===== src/hw/rpw_pkg.sv =====
// constants, link state codes and register map of the root port wake block
package rpw_pkg;

	// ****************************************
	// bus and register map
	// ****************************************
	localparam int         ADDR_W        = 8;
	localparam logic [7:0] PORT_SC_ADDR  = 8'h00;
	localparam logic [7:0] CTRL_STS_ADDR = 8'h04;
	localparam logic [7:0] PM_CS_ADDR    = 8'h08;
	localparam logic [7:0] INT_STS_ADDR  = 8'h0c;
	localparam logic [7:0] INT_MASK_ADDR = 8'h10;

	// port status and control fields
	localparam int LS_LSB        = 0;
	localparam int CONNECT_BIT   = 4;
	localparam int ENABLE_BIT    = 5;
	localparam int OC_BIT        = 6;
	localparam int POWER_BIT     = 7;
	localparam int USB3_BIT      = 8;
	localparam int CHG_LSB       = 9;
	localparam int WAKE_DISC_BIT = 12;
	localparam int WAKE_CONN_BIT = 13;
	localparam int WAKE_OC_BIT   = 14;
	localparam int ACTIVE_BIT    = 15;
	localparam int LWS_BIT       = 16;

	// power management fields
	localparam int WAKE_EN_BIT  = 0;
	localparam int WAKE_STS_BIT = 1;
	localparam int FULL_ON_BIT  = 2;

	// interrupt status bits
	localparam int INT_W          = 5;
	localparam int INT_RESUME     = 0;
	localparam int INT_DISCONNECT = 1;
	localparam int INT_CONNECT    = 2;
	localparam int INT_OVERCUR    = 3;
	localparam int INT_PORT_EVT   = 4;

	// change flags: link, connect, over-current
	localparam int CHG_W     = 3;
	localparam int CHG_LINK  = 0;
	localparam int CHG_CONN  = 1;
	localparam int CHG_OC    = 2;

	// ****************************************
	// reset values
	// ****************************************
	localparam logic             POWER_RST    = 1'b1;
	localparam logic             USB3_RST     = 1'b0;
	localparam logic             FULL_ON_RST  = 1'b1;
	localparam logic [INT_W-1:0] INT_MASK_RST = 5'h00;

	// ****************************************
	// timing
	// ****************************************
	localparam int CLK_PERIOD_NS      = 100;
	localparam int RESUME_REFLECT_NS  = 1000000;
	localparam int RESUME_REFLECT_CYC = RESUME_REFLECT_NS / CLK_PERIOD_NS;

	// ****************************************
	// link state codes
	// ****************************************
	typedef enum logic [3:0] {
		LS_U0         = 4'h0,
		LS_U1         = 4'h1,
		LS_U2         = 4'h2,
		LS_U3         = 4'h3,
		LS_DISABLED   = 4'h4,
		LS_RXDETECT   = 4'h5,
		LS_ERROR      = 4'h6,
		LS_POLLING    = 4'h7,
		LS_RECOVERY   = 4'h8,
		LS_RESET      = 4'h9,
		LS_COMPLIANCE = 4'ha,
		LS_LOOPBACK   = 4'hb,
		LS_RESUME     = 4'hf
	} rpw_link_t;

	localparam rpw_link_t LS_RST = LS_RXDETECT;

	// states in which a disconnect can be seen
	function automatic logic rpw_disc_capable(input rpw_link_t ls, input logic usb3);
		logic enabledLs;
		enabledLs = (ls == LS_U0) || (ls == LS_U1) || (ls == LS_U2);
		if (usb3)
			return enabledLs || (ls == LS_LOOPBACK) || (ls == LS_COMPLIANCE) ||
				(ls == LS_ERROR) || (ls == LS_POLLING) || (ls == LS_RESET);
		else
			return enabledLs || (ls == LS_DISABLED) || (ls == LS_POLLING);
	endfunction

endpackage


===== src/hw/rpw_flags.sv =====
// sticky flags, set by hardware, cleared by writing one; set wins
`timescale 1ns/1ps
module rpw_flags #(
	parameter int WIDTH = 1
) (
	// clock and reset
	input  wire logic             core_clk,
	input  wire logic             rst,
	// set and clear vectors
	input  wire logic [WIDTH-1:0] setFlags,
	input  wire logic [WIDTH-1:0] clrFlags,
	// flags
	output wire logic [WIDTH-1:0] flags
);

	typedef struct packed {
		logic [WIDTH-1:0] flags;
	} rpw_flags_t;

	rpw_flags_t s;
	rpw_flags_t next_s;

	always_comb
	begin
		next_s.flags = (s.flags & ~clrFlags) | setFlags;
	end

	always_ff @(posedge core_clk or posedge rst)
	begin
		if (rst)
			s <= '0;
		else
			s <= next_s;
	end

	assign flags = s.flags;

endmodule


===== src/hw/rpw_root_port_wake.sv =====
// root hub port wake-up event logic with its apb register file
// What this block does
// - usb2 resume reflected downstream within 1 ms, held
// - usb3 wake signal in suspend: resume, link change
// - active means enabled and link state below three
// - resume in suspend: resume, connected, enabled, change
// - disconnect: rxdetect, cleared flags, change detect
// - connect: usb3 active enabled, usb2 polling disabled
// - over-current: disabled, flag set, change detect
// - disconnect seen only in the listed port states
// - over-current seen whenever the port is powered
// - per-port wake enables gate wake for these events
// - resume always wakes, gated only by wake enable
// - change term rising in fully-on raises event
// - resume is 15, suspended 3, active 0
//
// The address map and the APB slave port are this design's own decisions.
`timescale 1ns/1ps
module rpw_root_port_wake #(
	parameter int RESUME_REFLECT_CYC = rpw_pkg::RESUME_REFLECT_CYC
) (
	// clock and reset
	input  wire logic                      core_clk,
	input  wire logic                      rst,
	// apb slave
	input  wire logic                      psel,
	input  wire logic                      penable,
	input  wire logic                      pwrite,
	input  wire logic [rpw_pkg::ADDR_W-1:0] paddr,
	input  wire logic [31:0]               pwdata,
	output wire logic [31:0]               prdata,
	output wire logic                      pready,
	output wire logic                      pslverr,
	// port pins
	input  wire logic                      attachDet,
	input  wire logic                      resumeDet,
	input  wire logic                      overcurrentDet,
	// system side
	output wire logic                      resumeDrive,
	output wire logic                      wakeRequest,
	output wire logic                      portChangeEvent,
	output wire logic                      irq
);

	import rpw_pkg::*;

	// ****************************************
	// state
	// ****************************************
	typedef struct packed {
		rpw_link_t        linkState;
		logic             connect;
		logic             enabled;
		logic             overcurrent;
		logic             portPower;
		logic             usb3;
		logic             wakeDisc;
		logic             wakeConn;
		logic             wakeOc;
		logic             wakeEnable;
		logic             fullyOn;
		logic [INT_W-1:0] intMask;
		logic [2:0]       pinPrev;
		logic             changeGenPrev;
		logic             changeEvent;
		logic [31:0]      rdata;
		logic             slvErr;
	} rpw_state_t;

	rpw_state_t s;
	rpw_state_t next_s;

	logic [2:0]       pinSync;
	logic [CHG_W-1:0] chgFlags, chgSet, chgClr;
	logic [INT_W-1:0] intStatus, intSet, intClr;
	logic             portChgFlag, portChgSet, portChgClr, wakeStatus, wakeSet, wakeClr;
	logic             attachRise, attachFall, resumeRise, ocRise, ocEvt, discEvt;
	logic             connEvt, resEvt, anyEvt, changeGen, portActive;
	logic             wrAccess, wrPort, wrPm, setupPhase;

	// ****************************************
	// pin synchronisers and status flags
	// ****************************************
	rpw_sync #(.WIDTH(3)) u_sync (
		.core_clk (core_clk),
		.rst      (rst),
		.asyncIn  ({attachDet, resumeDet, overcurrentDet}),
		.syncOut  (pinSync)
	);
	rpw_flags #(.WIDTH(CHG_W)) u_chg (
		.core_clk (core_clk),
		.rst      (rst),
		.setFlags (chgSet),
		.clrFlags (chgClr),
		.flags    (chgFlags)
	);
	rpw_flags #(.WIDTH(1)) u_portchg (
		.core_clk (core_clk),
		.rst      (rst),
		.setFlags (portChgSet),
		.clrFlags (portChgClr),
		.flags    (portChgFlag)
	);
	rpw_flags #(.WIDTH(1)) u_wake (
		.core_clk (core_clk),
		.rst      (rst),
		.setFlags (wakeSet),
		.clrFlags (wakeClr),
		.flags    (wakeStatus)
	);
	rpw_flags #(.WIDTH(INT_W)) u_int (
		.core_clk (core_clk),
		.rst      (rst),
		.setFlags (intSet),
		.clrFlags (intClr),
		.flags    (intStatus)
	);

	// ****************************************
	// port events, highest priority first, and bus decode
	// ****************************************
	always_comb
	begin
		attachRise = pinSync[2] & ~s.pinPrev[2];
		attachFall = ~pinSync[2] & s.pinPrev[2];
		resumeRise = pinSync[1] & ~s.pinPrev[1];
		ocRise     = pinSync[0] & ~s.pinPrev[0];
		ocEvt      = ocRise & s.portPower;
		discEvt    = attachFall & s.connect & ~ocEvt &
			rpw_disc_capable(s.linkState, s.usb3);
		connEvt    = attachRise & ~s.connect & s.portPower & ~ocEvt;
		resEvt     = resumeRise & (s.linkState == LS_U3) & ~ocEvt & ~discEvt;
		anyEvt     = ocEvt | discEvt | connEvt | resEvt;
	end

	assign setupPhase = psel & ~penable;
	assign wrAccess   = psel & penable & pwrite;
	assign wrPort     = wrAccess && (paddr == PORT_SC_ADDR);
	assign wrPm       = wrAccess && (paddr == PM_CS_ADDR);
	assign portActive = s.enabled && (s.linkState < LS_U3);
	assign changeGen  = |chgFlags;

	// ****************************************
	// next state
	// ****************************************
	always_comb
	begin
		next_s  = s;
		chgSet[CHG_LINK] = resEvt;
		chgSet[CHG_CONN] = discEvt | connEvt | ocEvt;
		chgSet[CHG_OC]   = ocEvt;
		next_s.pinPrev   = pinSync;
		// software link state writes, overridden by port events
		if (wrPort && pwdata[LWS_BIT])
		begin
			unique case (rpw_link_t'(pwdata[LS_LSB+:4]))
				LS_U0:
					if (s.linkState == LS_RESUME)
					begin
						next_s.linkState = LS_U0;
						chgSet[CHG_LINK] = 1'b1;
					end
				LS_U3:
					if (portActive)
						next_s.linkState = LS_U3;
				LS_RESUME:
					if (!s.usb3 && s.linkState == LS_U3)
						next_s.linkState = LS_RESUME;
				default:
					next_s.linkState = s.linkState;
			endcase
		end
		if (ocEvt)
		begin
			next_s.linkState   = LS_DISABLED;
			next_s.connect     = 1'b0;
			next_s.enabled     = 1'b0;
			next_s.overcurrent = 1'b1;
		end
		else if (discEvt)
		begin
			next_s.linkState   = LS_RXDETECT;
			next_s.connect     = 1'b0;
			next_s.enabled     = 1'b0;
			next_s.overcurrent = 1'b0;
		end
		else if (connEvt)
		begin
			next_s.linkState   = s.usb3 ? LS_U0 : LS_POLLING;
			next_s.connect     = 1'b1;
			next_s.enabled     = s.usb3;
			next_s.overcurrent = 1'b0;
		end
		else if (resEvt)
		begin
			next_s.linkState   = LS_RESUME;
			next_s.connect     = 1'b1;
			next_s.enabled     = 1'b1;
			next_s.overcurrent = 1'b0;
		end
		if (wrPort)
		begin
			next_s.portPower = pwdata[POWER_BIT];
			next_s.usb3      = pwdata[USB3_BIT];
			next_s.wakeDisc  = pwdata[WAKE_DISC_BIT];
			next_s.wakeConn  = pwdata[WAKE_CONN_BIT];
			next_s.wakeOc    = pwdata[WAKE_OC_BIT];
		end
		if (wrPm)
		begin
			next_s.wakeEnable = pwdata[WAKE_EN_BIT];
			next_s.fullyOn    = pwdata[FULL_ON_BIT];
		end
		if (wrAccess && paddr == INT_MASK_ADDR)
			next_s.intMask = pwdata[INT_W-1:0];
		// status change event on a rising change term in fully-on
		next_s.changeGenPrev = changeGen;
		next_s.changeEvent   = s.fullyOn & changeGen & ~s.changeGenPrev;
		// read data captured in the setup cycle
		next_s.rdata  = '0;
		next_s.slvErr = 1'b0;
		if (setupPhase)
		begin
			unique case (paddr)
				PORT_SC_ADDR:
				begin
					next_s.rdata[LS_LSB+:4]           = s.linkState;
					next_s.rdata[CONNECT_BIT]         = s.connect;
					next_s.rdata[ENABLE_BIT]          = s.enabled;
					next_s.rdata[OC_BIT]              = s.overcurrent;
					next_s.rdata[POWER_BIT]           = s.portPower;
					next_s.rdata[USB3_BIT]            = s.usb3;
					next_s.rdata[CHG_LSB+:CHG_W]      = chgFlags;
					next_s.rdata[WAKE_DISC_BIT]       = s.wakeDisc;
					next_s.rdata[WAKE_CONN_BIT]       = s.wakeConn;
					next_s.rdata[WAKE_OC_BIT]         = s.wakeOc;
					next_s.rdata[ACTIVE_BIT]          = portActive;
				end
				CTRL_STS_ADDR:
					next_s.rdata[0] = portChgFlag;
				PM_CS_ADDR:
				begin
					next_s.rdata[WAKE_EN_BIT]  = s.wakeEnable;
					next_s.rdata[WAKE_STS_BIT] = wakeStatus;
					next_s.rdata[FULL_ON_BIT]  = s.fullyOn;
				end
				INT_STS_ADDR:
					next_s.rdata[INT_W-1:0] = intStatus;
				INT_MASK_ADDR:
					next_s.rdata[INT_W-1:0] = s.intMask;
				default:
					next_s.slvErr = 1'b1;
			endcase
		end
	end

	// flag set and clear terms
	always_comb
	begin
		chgClr     = wrPort ? pwdata[CHG_LSB+:CHG_W] : '0;
		portChgSet = anyEvt;
		portChgClr = wrAccess && (paddr == CTRL_STS_ADDR) && pwdata[0];
		wakeSet = resEvt | (discEvt & s.wakeDisc) | (connEvt & s.wakeConn) |
			(ocEvt & s.wakeOc);
		wakeClr = wrPm & pwdata[WAKE_STS_BIT];
		intSet  = {s.changeEvent, ocEvt, connEvt, discEvt, resEvt};
		intClr  = (wrAccess && paddr == INT_STS_ADDR) ? pwdata[INT_W-1:0] : '0;
	end

	always_ff @(posedge core_clk or posedge rst)
	begin
		if (rst)
		begin
			s             <= '0;
			s.linkState   <= LS_RST;
			s.portPower   <= POWER_RST;
			s.usb3        <= USB3_RST;
			s.fullyOn     <= FULL_ON_RST;
			s.intMask     <= INT_MASK_RST;
		end
		else
			s <= next_s;
	end

	// ****************************************
	// outputs
	// ****************************************
	assign prdata          = s.rdata;
	assign pslverr         = s.slvErr & psel & penable;
	assign pready          = 1'b1;
	assign resumeDrive     = ~s.usb3 & (s.linkState == LS_RESUME);
	assign wakeRequest     = wakeStatus & s.wakeEnable;
	assign portChangeEvent = s.changeEvent;
	assign irq             = |(intStatus & s.intMask);

	logic [31:0] reflectWait;
	always_ff @(posedge core_clk or posedge rst)
	begin
		if (rst)
			reflectWait <= '0;
		else if ((resEvt && !s.usb3) || (reflectWait != 32'h0 && !resumeDrive))
			reflectWait <= reflectWait + 32'h1;
		else
			reflectWait <= '0;
	end
endmodule


===== src/hw/rpw_sync.sv =====
// two flip-flop synchroniser for pin inputs
`timescale 1ns/1ps
module rpw_sync #(
	parameter int WIDTH = 1
) (
	// clock and reset
	input  wire logic             core_clk,
	input  wire logic             rst,
	// pins and synchronised levels
	input  wire logic [WIDTH-1:0] asyncIn,
	output wire logic [WIDTH-1:0] syncOut
);

	typedef struct packed {
		logic [WIDTH-1:0] ff1;
		logic [WIDTH-1:0] ff2;
	} rpw_sync_t;

	rpw_sync_t s;
	rpw_sync_t next_s;

	always_comb
	begin
		next_s.ff1 = asyncIn;
		next_s.ff2 = s.ff1;
	end

	always_ff @(posedge core_clk or posedge rst)
	begin
		if (rst)
			s <= '0;
		else
			s <= next_s;
	end

	assign syncOut = s.ff2;

endmodule


===== config.mk =====
export PLATFORM = sky130hd
export DESIGN_NAME = rpw_root_port_wake
export DESIGN_NICKNAME = d
export VERILOG_FILES = /design/src/hw/rpw_pkg.sv /design/src/hw/rpw_flags.sv /design/src/hw/rpw_root_port_wake.sv /design/src/hw/rpw_sync.sv
export SDC_FILE = /design/constraint.sdc
export NUM_CORES = 1
export LEC_CHECK = 0
export BUFFER_PORTS_ARGS = -buffer_cell sky130_fd_sc_hd__buf_4
export CORE_UTILIZATION = 46
export CTS_CLUSTER_DIAMETER = 150
export CTS_CLUSTER_SIZE = 16
export DETAILED_ROUTE_END_ITERATION = 10
export GPL_ROUTABILITY_DRIVEN = 1
export GPL_TIMING_DRIVEN = 0
export PLACE_DENSITY = 0.85
export RECOVER_POWER = 25
export SLEW_MARGIN = 10
export SYNTH_ARGS = -nofsm -noshare
export SYNTH_HDL_FRONTEND = slang
export SYNTH_SLANG_ARGS = --single-unit

===== constraint.sdc =====
create_clock -name core_clk -period 2.3 [get_ports core_clk]
set_input_delay 0.23 -clock core_clk [delete_from_list [all_inputs] [get_ports core_clk]]
set_output_delay 0.23 -clock core_clk [all_outputs]
set_load 0.005 [all_outputs]

After elaboration in Yosys (flattened, before gate mapping)
Cells that the tools add are included.

storage, ports and cells
  logic and storage cells = 152
  flip-flop bits (word level) = 57
  output and inout bits = 38

operators by class
  bitwise logic cells = 58
  muxes and demuxes = 22
  reductions and logical operators = 29
  equality and inequality tests = 19
  order comparisons = 1

operators by type and width
  operator            count
  $and 1x1->1         29
  $mux 7              4
  $eq 4x4->1 const B  5
  $ne 6x6->1 const B  3
  $mux 17             1
  $eq 8x4->1 const B  2
  $mux 4              4
  $eq 4x2->1 const B  3
  $eq 4x3->1 const B  3
  $not 1->1           12
  $pmux 4 s3          1
  $mux 11             1
  $and 5x5->5         2
  $or 1x1->1          10
  $reduce_or 5->1     2
  $logic_and 1x1->1   9
  $logic_or 1x1->1    9
  $eq 8x3->1 const B  1
  $eq 8x5->1 const B  1
  $logic_not 4->1     2
  $logic_not 8->1     1
  $pmux 2 s4          1
  $reduce_bool 7->1   1
  $mux 3              2
  16 further kinds    20

Depth between registers and ports, before layout
Gate-level depths: netlist of run 1.

  word-level depth = 16
  gate-level depth with buffers = 6
  gate-level depth less buffers = 5

By module
A second synthesis of run 1 with hierarchy kept.

second synthesis, totals
  cells, all modules = 281
  area, all modules = 2884.0 um2

by module, submodules not included
  module                     times used  area an instance (um2)  cells each
  rpw_root_port_wake         1           2352.3                  240
  rpw_flags (u_int)          1           185.2                   16
  rpw_sync                   1           153.9                   7
  rpw_flags (u_chg)          1           112.6                   10
  rpw_flags (u_portchg ...)  2           40.0                    4

Worst setup path after synthesis of run 1
OpenSTA, ideal clock, no wires.

  path type = reg-to-reg
  start = register s[55] (netlist name)
  end = register s[54] (netlist name)
  data required time = 2175 ps
  path buffers = 0
  data arrival time = 1823 ps
  setup slack = 352 ps
  cell stages (with the launch flop) = 6
  path through = dfstp_2 and4bb_1 a32o_1 and3_1 a211o_4 mux2_4

on the way
  word-level cells in the longest chain between the ends = 16
  elaborated cells between the ends (all ways) = 39

ends and longest elaborated chain
  item                                                  line                       source
  start: declaration                                    rpw_root_port_wake.sv:70   rpw_state_t s;
  start signal: assignment                              rpw_root_port_wake.sv:282  s <= next_s;
  $eq 4x1->1 / $logic_not 4->1 (equally long branches)  rpw_pkg.sv:86              enabledLs = (ls == LS_U0) || (ls == LS_U1) || (ls == LS_U2);
  $logic_or 1x1->1 (2 in a row)                         rpw_pkg.sv:86
  $logic_or 1x1->1 (3 in a row)                         rpw_pkg.sv:88              return enabledLs || (ls == LS_LOOPBACK) || (ls == LS_COMPLIANCE) ||
  $logic_or 1x1->1 (2 in a row)                         rpw_pkg.sv:89              (ls == LS_ERROR) || (ls == LS_POLLING) || (ls == LS_RESET);
  $mux 1                                                rpw_pkg.sv:87              if (usb3)
  $and 1x1->1                                           rpw_root_port_wake.sv:129  discEvt = attachFall & s.connect & ~ocEvt &
  $not 1->1                                             rpw_root_port_wake.sv:132  resEvt = resumeRise & (s.linkState == LS_U3) & ~ocEvt & ~discEvt;
  $and 1x1->1                                           rpw_root_port_wake.sv:132
  $mux 7                                                rpw_root_port_wake.sv:194  else if (resEvt)
  $mux 7                                                rpw_root_port_wake.sv:187  else if (connEvt)
  $mux 7                                                rpw_root_port_wake.sv:180  else if (discEvt)
  $mux 7                                                rpw_root_port_wake.sv:173  if (ocEvt)

Parallel ways exist; a longest one is shown, timed or not. The select of a mux whose other input is x is not followed.
A chain may end at the register's enable or synchronous reset.

Final worst setup path of run 1
  start = register s[53] (netlist name)
  end = register s[54] (netlist name)

The elaborated chain is that of the path after synthesis.

==> results of run 1 <==
==> flip-flops by register name, summed over array words and instances, names as in the netlist <==
name,count
portChangeEvent,1
u_sync.next_s,3
u_portchg.flags,1
u_sync.syncOut,3
u_int.flags,5
prdata,16
s,24
u_wake.flags,1
u_chg.flags,3
==> kinds of logic after synthesis <==
family | after synthesis
xor gates and xnor gates | 1
DFF | 57
AOI/OAI and AO/OA | 41
buffers and inverters | 46
and+or+nand+nor | 89
muxes | 19
other | 2
==> tightest hold or removal path: cells and delay by family <==
kind	cells	cell delay [ns]
buffers and inverters	1	0.08
AO/OA/AOI/OAI	1	0.05
AND/OR/NAND/NOR	1	0.03
==> synth_stat cells, drive strengths merged (4+ instances only) <==
library cell / count
o21ai: 6
and3: 8
nor2: 16
and2: 11
a22oi: 5
buf: 41
a21oi: 6
dfstp: 4
nand2: 17
inv: 4
dfrtp: 53
mux2: 17
a21o: 8
nand3: 6
==> per-layer routing <==
layer  part of all wire [%]  global-route usage [%]  wire length, µm  up-vias
met2                     48                    31.1             2850       67
met4                    2.0                    8.04              119        0
met1                     44                    26.7             2620     1005
met3                    6.7                    6.82              403       14
met5                      0                       0                0        -
li1                       -                       -                -     1009
==> cell type report <==
type / instances / area (µm²)
flip-flops and latches: 57 / 1430
fillers: 499 / 2320
well taps: 75 / 93.8
clock inverters: 5 / 55.1
repair buffers: 52 / 413
plain buffers: 42 / 314
inverters: 4 / 15.0
multi-input cells: 167 / 1130
clock buffers: 11 / 141
==> stage by stage <==
stage	power, mW	std cells	utilization [%]
2_1_floorplan	1.20	270	-
3_3_place_gp	1.27	392	56.5
3_5_place_dp	1.28	393	56.8
4_1_cts	2.21	413	60.8
5_1_grt	2.28	413	60.7
6_report	2.20	413	60.7
==> path summary, 6_finish.rpt <==
| kind | to | startpoint | cells after the start | slack [ns] |
|---|---|---|---|---|
| worst max-delay path | s[54] | s[53] | 5 | 0.22 |
| worst min-delay path | s[48] | pwdata[8] | 3 | 0.08 |
| worst max register to register | s[54] | s[53] | 5 | 0.22 |
| worst min register to register | u_sync.syncOut[2] | u_sync.next_s[2] | 0 | 0.35 |
| max in group asynchronous | s[43] | rst | 4 | 0.94 |
| min in group asynchronous | prdata[6] | rst | 3 | 0.61 |
==> power by group through the flow <==
stage	Clock [mW]	Combinational, mW	Sequential, mW
3_5_place_dp	0	0.190	1.09
3_3_place_gp	0	0.184	1.09
6_report	0.928	0.195	1.07
4_1_cts	0.945	0.196	1.07
2_1_floorplan	0	0.120	1.08
5_1_grt	0.988	0.217	1.08
==> summary.md, run 1 <==
Layout
- **area grow syn2layout** 26.6%
- **final-stage net count** 381
- **most common library cell in the layout ignoring fill and taps** buf_4
- **most frequent cells in the layout** 79 x buf_4, 53 x dfrtp_1, 17 x nand2_1, 17 x conb_1, 16 x nor2_1
- **antenna diode count** 0
- **final cell area excluding filler cells** 3600 µm²
- **share of cells above drive strength 1** 39.6%

GRT
- **largest net degree at the start of global routing** 38
- **first-pass GRT wire length** 9.56 mm
- **initial antenna violation count** 0
- **overflow left after global routing** 0
- **number of global-route vias before repair** 1967
- **global router's overall resource usage** 20.4%

Place
- **Buffers on Ports** 47
- **placed cell areas** 3360 µm²
- **post-detail-place hpwl** 4.37 mm
- **Placement Setup Slack** 0.221 ns
- **GPL Wtd Cong** 0.890

Detailed routing
- **number of vias after detailed routing** 2095
- **Detailed Route WL** 6.00 mm
- **average detailed-routed wire length per instance** 14.5 µm
- **number of DRC markers in iteration 0** 269
- **vias per cell** 5.07
- **TritonRoute pass-1 iters** 4
- **number of nets with antenna violations after routing** 0
- **DR DRC count** 0

Timing
- **final setup skew** 0.0119 ns
- **final period demand of the worst path** 2.08 ns
- **maximum frequency from static timing analysis** 480 MHz
- **transition time of the tightest slew-check pin** 0.830 ns
- **slew margin rel.** 44.6%
- **setup repair after global routing missed its margin** no
- **number of failing hold endpoints at the final stage** 0
- **Setup TNS** 0 ns
- **Post-Route Hold Slack** 0.0837 ns
- **Final Max Slew Viols** 0
- **number of failing setup endpoints in the final timing report** 0
- **post-route clock period utilization** 90.5%
- **smallest setup slack after layout** 0.219 ns

Synth
- **sequential area share after synthesis** 50.4%
- **count of mapped cells out of synthesis** 255
- **share of synthesized area spent on multiplexers** 7.84%
- **xor and xnor fraction of the mapped netlist area** 0.308%
- **post-synthesis share of cell area spent on and, or, nand and nor gates** 18.8%
- **top cells by area, synth** dfrtp_1 47%, buf_4 9.8%, mux2_2 5.6%
- **async set-or-reset flop fraction in the synthesized netlist** 100%
- **number of distinct standard cells referenced by the synthesized netlist** 52
- **number of synthesized register bits** 57
- **cell type contributing the most total cell area after synthesis** dfrtp_1
- **number of synthesized flops with an enable pin** 0
- **syn_area_per_cell** 11.1 µm²
- **Top FF cell, synth** dfrtp_1
- **yosys warns** 0
- **area of the mapped netlist** 2840 µm²
- **adder-cell share of the synthesized area** 0%
- **top-area cell type share of the netlist area** 46.7%
- **compound-cell area share of the yosys netlist** 10.8%
- **largest family of logic cells by synthesized area** simple AND/OR/NAND/NOR gates

Clocking
- **quantity of gates resized following cts** 0
- **clock sink count** 57
- **H-tree levels** 3
- **CTS Buf Count** 9
- **insertion delay to the later sink of the worst-skew pair** 0.34 ns
- **cell at the root of the clock tree** clkbuf_8
- **setup bufs post-CTS** 0
- **clk slew on worst S/H paths** 0.07 ns
- **Clock Tree Buf Depth** 2
- **count of hold-fix buffers inserted at cts** 4
- **clock tree from TritonCTS** done

Worst setup path
- **number of buffer and inverter instances along the worst setup path** 0
- **critical path launch point type** flip-flop
- **ordered cell list for the critical path** and4bb_1 -> a21oi_1 -> a41o_1 -> a211o_4 -> mux2_4
- **Critical Path Sink Type** flip-flop
- **Max stage delay cell, worst path** dfstp_2
- **Worst Setup Path Type** flip-flop to flip-flop
- **cell family with the largest share of critical-path delay** compound AO/OA/AOI/OAI gates
- **crit-path max FO** 8
- **Arrival @ worst endpoint** 2.32 ns
- **crit-path max cell delay** 0.61 ns
- **Required @ worst endpoint** 2.53 ns

Outcome
- **status** completed

Floorplanning
- **floorplan die width** 80.6 µm
- **row count** 28
- **top-level port count** 86
- **chip height** 80.6 µm
- **DIE AREA** 6490 µm²
- **initial core utilization** 48.0%
- **Core Region** 5920 µm²

Power
- **switching part of the total power** 24.0%
- **total power per unit cell area** 611 nW/µm²
- **largest vdd supply drop** 630 µV
- **combinational cell fraction of total power** 8.9%
- **Internal** 1.67 mW
- **Seq pwr share** 48.9%
- **reported leakage power** 1.90 nW
- **switching power** 0.527 mW
- **Clock power frac** 42.2%

Hold path
- **HP Class** primary input to flip-flop

Flow run
- **Max-cap violations** 0

No activity file was read; power rests on OpenSTA's default activity.
==> run 2, diff against run 1 <==
CORE_UTILIZATION = 30   (was 46)
PLACE_DENSITY = 0.63   (was 0.85)
==> summary.md, run 2 (same netlist as run 1, synthesis figures left out) <==
Worst setup path
- **Worst Setup Path Type** flip-flop to flip-flop
- **Max stage delay cell, worst path** dfstp_2
- **crit-path max FO** 8
- **timing startpoint of the critical path** s[53]
- **ordered cell list for the critical path** and4bb_1 -> a21oi_1 -> a41o_1 -> a211o_4 -> mux2_4
- **setup slack of the most critical reg-to-reg path** 0.19 ns
- **critical path launch point type** flip-flop
- **RR Endpoint** s[54]
- **crit-path max cell delay** 0.61 ns
- **CP Capture Point** s[54]
- **Arrival @ worst endpoint** 2.33 ns
- **FF-to-FF path depth** 5
- **Worst R2R Start** s[53]
- **Required @ worst endpoint** 2.52 ns
- **Critical Path Sink Type** flip-flop

Clocking
- **clock sink count** 57
- **setup bufs post-CTS** 0
- **quantity of gates resized following cts** 0
- **CTS Buf Count** 9
- **insertion delay to the later sink of the worst-skew pair** 0.34 ns
- **cell at the root of the clock tree** clkbuf_8
- **H-tree levels** 3
- **count of hold-fix buffers inserted at cts** 4
- **clk slew on worst S/H paths** 0.06 ns
- **Clock Tree Buf Depth** 2
- **clock tree from TritonCTS** done

Floorplanning
- **floorplan die width** 99.3 µm
- **initial core utilization** 30.9%
- **DIE AREA** 9860 µm²
- **top-level port count** 86
- **row count** 35
- **chip height** 99.3 µm
- **Core Region** 9200 µm²

Timing
- **slew margin rel.** 45.1%
- **smallest setup slack after layout** 0.195 ns
- **setup repair after global routing missed its margin** no
- **Final Max Slew Viols** 0
- **final setup skew** 0.00973 ns
- **number of failing hold endpoints at the final stage** 0
- **post-route clock period utilization** 91.5%
- **Setup TNS** 0 ns
- **final period demand of the worst path** 2.11 ns
- **maximum frequency from static timing analysis** 475 MHz
- **transition time of the tightest slew-check pin** 0.822 ns
- **number of failing setup endpoints in the final timing report** 0
- **Post-Route Hold Slack** 0.0950 ns

Detailed routing
- **number of DRC markers in iteration 0** 98
- **vias per cell** 4.63
- **number of vias after detailed routing** 2081
- **Detailed Route WL** 6.28 mm
- **number of nets with antenna violations after routing** 0
- **average detailed-routed wire length per instance** 14.0 µm
- **TritonRoute pass-1 iters** 5
- **DR DRC count** 0

Layout
- **final-stage net count** 381
- **most frequent cells in the layout** 80 x buf_4, 53 x dfrtp_1, 17 x nand2_1, 17 x conb_1, 16 x nor2_1
- **Core Util, Final** 39.9%
- **sequential cell area** 1430 µm²
- **number of flip-flops under the largest register name** 24
- **top register by number of flip-flops** s
- **most common library cell in the layout ignoring fill and taps** buf_4
- **Multi-input gate area** 1130 µm²
- **antenna diode count** 0
- **share of cells above drive strength 1** 39.6%
- **FILL cells** 922
- **area grow syn2layout** 29.0%

Hold path
- **HP Start** pwdata[8]
- **Hold Path Depth** 3
- **HP Class** primary input to flip-flop

Place
- **post-detail-place hpwl** 4.59 mm
- **GPL Wtd Cong** 0.838
- **Buffers on Ports** 47
- **Placement Setup Slack** 0.150 ns

Power
- **largest vdd supply drop** 356 µV
- **total power per unit cell area** 628 nW/µm²
- **reported leakage power** 1.92 nW

GRT
- **global router's overall resource usage** 13.7%
- **number of global-route vias before repair** 2058
- **overflow left after global routing** 0
- **initial antenna violation count** 0
- **largest net degree at the start of global routing** 39
- **first-pass GRT wire length** 10.3 mm

Outcome
- **status** completed

Flow run
- **Max-cap violations** 0

==> run 2: worst min-delay path by stage <==
stage               slack [ns]                 to
global route              0.11              s[49]
finish                     0.1              s[48]
global placement          0.34  u_sync.syncOut[0]
CTS                       0.09              s[48]
detailed placement        0.28          prdata[6]
floorplan                 0.26   u_sync.next_s[0]
==> run 2: worst max-delay path, delay by kind of cell, from the launching register on <==
family / cells / cell delay [ns]
DFF: 1 / 0.61
AOI/OAI and AO/OA: 3 / 0.78
muxes: 1 / 0.30
and+or+nand+nor: 1 / 0.30
==> run 2: power by group <==
| group | switching, mW | internal (mW) | total [mW] | leakage [nW] |
|---|---|---|---|---|
| sequential | 0.0319 | 1.04 | 1.07 | 0.742 |
| clock | 0.397 | 0.637 | 1.03 | 0.113 |
| combinational | 0.0923 | 0.101 | 0.194 | 1.06 |
==> run 2: layout make-up <==
cell class              count  share of cell area [%]
plain buffers              42                    8.57
clock buffers              11                    3.86
clock inverters             5                    2.15
inverters                   4                   0.410
multi-input cells         167                    30.9
flip-flops and latches     57                    39.1
well taps                 111                    3.79
repair buffers             52                    11.3
==> run 2: metrics by stage <==
| step | instances | instance area (µm²) | total power [mW] |
|---|---|---|---|
| global placement | 428 | 3390 | 1.27 |
| CTS | 449 | 3670 | 2.33 |
| detailed placement | 429 | 3410 | 1.28 |
| finish | 449 | 3660 | 2.30 |
| floorplan | 270 | 2900 | 1.20 |
| global route | 449 | 3660 | 2.40 |
==> run 2: layer usage <==
layer	global-route usage (%)	vias up	wire [µm]
li1	-	1012	-
met1	17.5	999	2870
met2	21.6	61	2980
met3	4.43	9	307
met4	4.98	0	114
met5	0	-	0
==> run 3, diff against run 2 <==
ABC_AREA = 1   (was not set)
==> summary.md, run 3 <==
Timing
- **smallest setup slack after layout** 0.564 ns
- **number of failing setup endpoints in the final timing report** 0
- **setup repair after global routing missed its margin** no
- **maximum frequency from static timing analysis** 576 MHz
- **slew margin rel.** 25.4%
- **Final Max Slew Viols** 0
- **Post-Route Hold Slack** 0.125 ns
- **post-route clock period utilization** 75.5%
- **transition time of the tightest slew-check pin** 1.12 ns
- **Setup TNS** 0 ns
- **number of failing hold endpoints at the final stage** 0
- **final period demand of the worst path** 1.74 ns
- **final setup skew** 0.00736 ns

Synth
- **count of mapped cells out of synthesis** 353
- **syn_area_per_cell** 8.50 µm²
- **top cells by area, synth** dfrtp_1 44%, nand2_1 9.9%, buf_4 8.3%
- **commonest cells in the netlist** 79 x nand2_1, 53 x dfrtp_1, 38 x inv_1
- **async set-or-reset flop fraction in the synthesized netlist** 100%
- **number of synthesized flops with an enable pin** 0
- **sequential area share after synthesis** 47.7%
- **area of the mapped netlist** 3000 µm²
- **cell type contributing the most total cell area after synthesis** dfrtp_1
- **cell with the most instances after synthesis** nand2_1
- **Top FF cell, synth** dfrtp_1
- **number of synthesized register bits** 57
- **number of distinct standard cells referenced by the synthesized netlist** 35
- **yosys warns** 0
- **top-area cell type share of the netlist area** 44.2%

Place
- **Buffers on Ports** 49
- **placed cell count** 551
- **placed cell areas** 3610 µm²
- **Placement Setup Slack** 0.603 ns
- **GPL Wtd Cong** 0.878
- **post-detail-place hpwl** 5.18 mm

Worst setup path
- **setup slack of the most critical reg-to-reg path** 0.60 ns
- **Worst R2R Start** s[49]
- **Max stage delay cell, worst path** dfstp_2
- **FF-to-FF path depth** 8
- **Critical Path Sink Type** output pin
- **Worst Setup Path Type** flip-flop to output pin
- **ordered cell list for the critical path** nand2_2 -> inv_2 -> nand3_1 -> nor2_1 -> buf_4
- **Arrival @ worst endpoint** 1.51 ns
- **Required @ worst endpoint** 2.07 ns
- **RR Endpoint** u_portchg.flags
- **crit-path max cell delay** 0.57 ns
- **critical path launch point type** flip-flop
- **cell family with the largest share of critical-path delay** flip-flops
- **crit-path max FO** 4
- **number of buffer and inverter instances along the worst setup path** 2

Floorplanning
- **floorplan die width** 102 µm
- **initial core utilization** 30.8%
- **top-level port count** 86
- **chip height** 102 µm
- **row count** 36
- **Core Region** 9730 µm²
- **DIE AREA** 10400 µm²

Power
- **total power after layout** 2.48 mW
- **reported leakage power** 1.97 nW
- **largest vdd supply drop** 227 µV
- **total power per unit cell area** 641 nW/µm²

Layout
- **top register by number of flip-flops** s
- **FILL cells** 1019
- **final-stage net count** 481
- **number of flip-flops under the largest register name** 24
- **final cell area excluding filler cells** 3870 µm²
- **share of cells above drive strength 1** 32.4%
- **most frequent cells in the layout** 80 x nand2_1, 77 x buf_4, 53 x dfrtp_1
- **antenna diode count** 0
- **most common library cell in the layout ignoring fill and taps** nand2_1
- **Core Util, Final** 39.8%
- **number of non-filler instances in the completed layout** 571
- **area grow syn2layout** 29.1%

Clocking
- **clock sink count** 57
- **Clock Tree Buf Depth** 2
- **setup bufs post-CTS** 0
- **H-tree levels** 3
- **insertion delay to the later sink of the worst-skew pair** 0.34 ns
- **clock tree from TritonCTS** done
- **quantity of gates resized following cts** 0
- **CTS Buf Count** 9
- **count of hold-fix buffers inserted at cts** 4
- **clk slew on worst S/H paths** 0.07 ns
- **cell at the root of the clock tree** clkbuf_8

Hold path
- **HP Class** primary input to flip-flop
- **Hold Path Depth** 2
- **HP Start** pwdata[13]
- **destination of the worst hold path** s[46]

Detailed routing
- **DR DRC count** 0
- **number of vias after detailed routing** 2431
- **TritonRoute pass-1 iters** 4
- **average detailed-routed wire length per instance** 11.7 µm
- **Detailed Route WL** 6.70 mm
- **vias per cell** 4.26
- **number of DRC markers in iteration 0** 97
- **number of nets with antenna violations after routing** 0

GRT
- **global router's overall resource usage** 14.2%
- **largest net degree at the start of global routing** 31
- **initial antenna violation count** 0
- **number of global-route vias before repair** 2374
- **overflow left after global routing** 0
- **first-pass GRT wire length** 11.0 mm

Outcome
- **status** completed

Flow run
- **Max-cap violations** 0

## run 3: changes by cell type after synthesis, moves of 7 or more
cell,delta
mux2_2,-12
inv_1,+34
nor2_1,+18
nand3_1,+18
a21o_1,-8
and2_1,-11
nand2_1,+62
nor3_1,+7
## run 3: layer usage
layer | GRT usage [%] | share of wire (%)
met1 | 16.6 | 43
met5 | 0 | 0
met2 | 24.2 | 50
met4 | 6.15 | 1.7
met3 | 4.10 | 5.3
## run 3: how the worst max path moves through the flow
stage	start	end	slack (ns)	cells past startpoint
after floorplan	rst	portChangeEvent	0.68	1
after global placement	rst	prdata[13]	-0.11	2
after detailed placement	s[49]	u_portchg.flags	0.60	8
after CTS	s[53]	resumeDrive	0.55	5
after global routing	s[53]	resumeDrive	0.45	5
final	s[53]	resumeDrive	0.56	5
## run 3: cell type report
type                            count  area (µm²)  share of cell area (%)
Sequential cell                    57        1430                    36.9
Multi-Input combinational cell    230        1160                    30.1
Buffer                             36         275                    7.10
Timing Repair Buffer               54         428                    11.0
Inverter                           45         170                    4.39
Clock inverter                      4        73.8                    1.91
Tap cell                          133         166                    4.29
Clock buffer                       12         165                    4.26
## run 3: power by group
part	switching [mW]	total, mW	leakage [nW]	internal (mW)
Clock	0.400	1.10	0.123	0.698
Combinational	0.178	0.303	1.16	0.125
Sequential	0.0373	1.08	0.687	1.04
## run 3: logic make-up (layout without fill, tap and decap cells)
group                  Yosys count  after routing  synth area share (%)
AND/OR/NAND/NOR                180            180                  30.4
buffers and inverters           81            151                  14.8
flip-flops                      57             57                  47.7
AO/OA/AOI/OAI                   31             31                  6.01
other                            2             17                 0.250
multiplexers                     2              2                 0.751
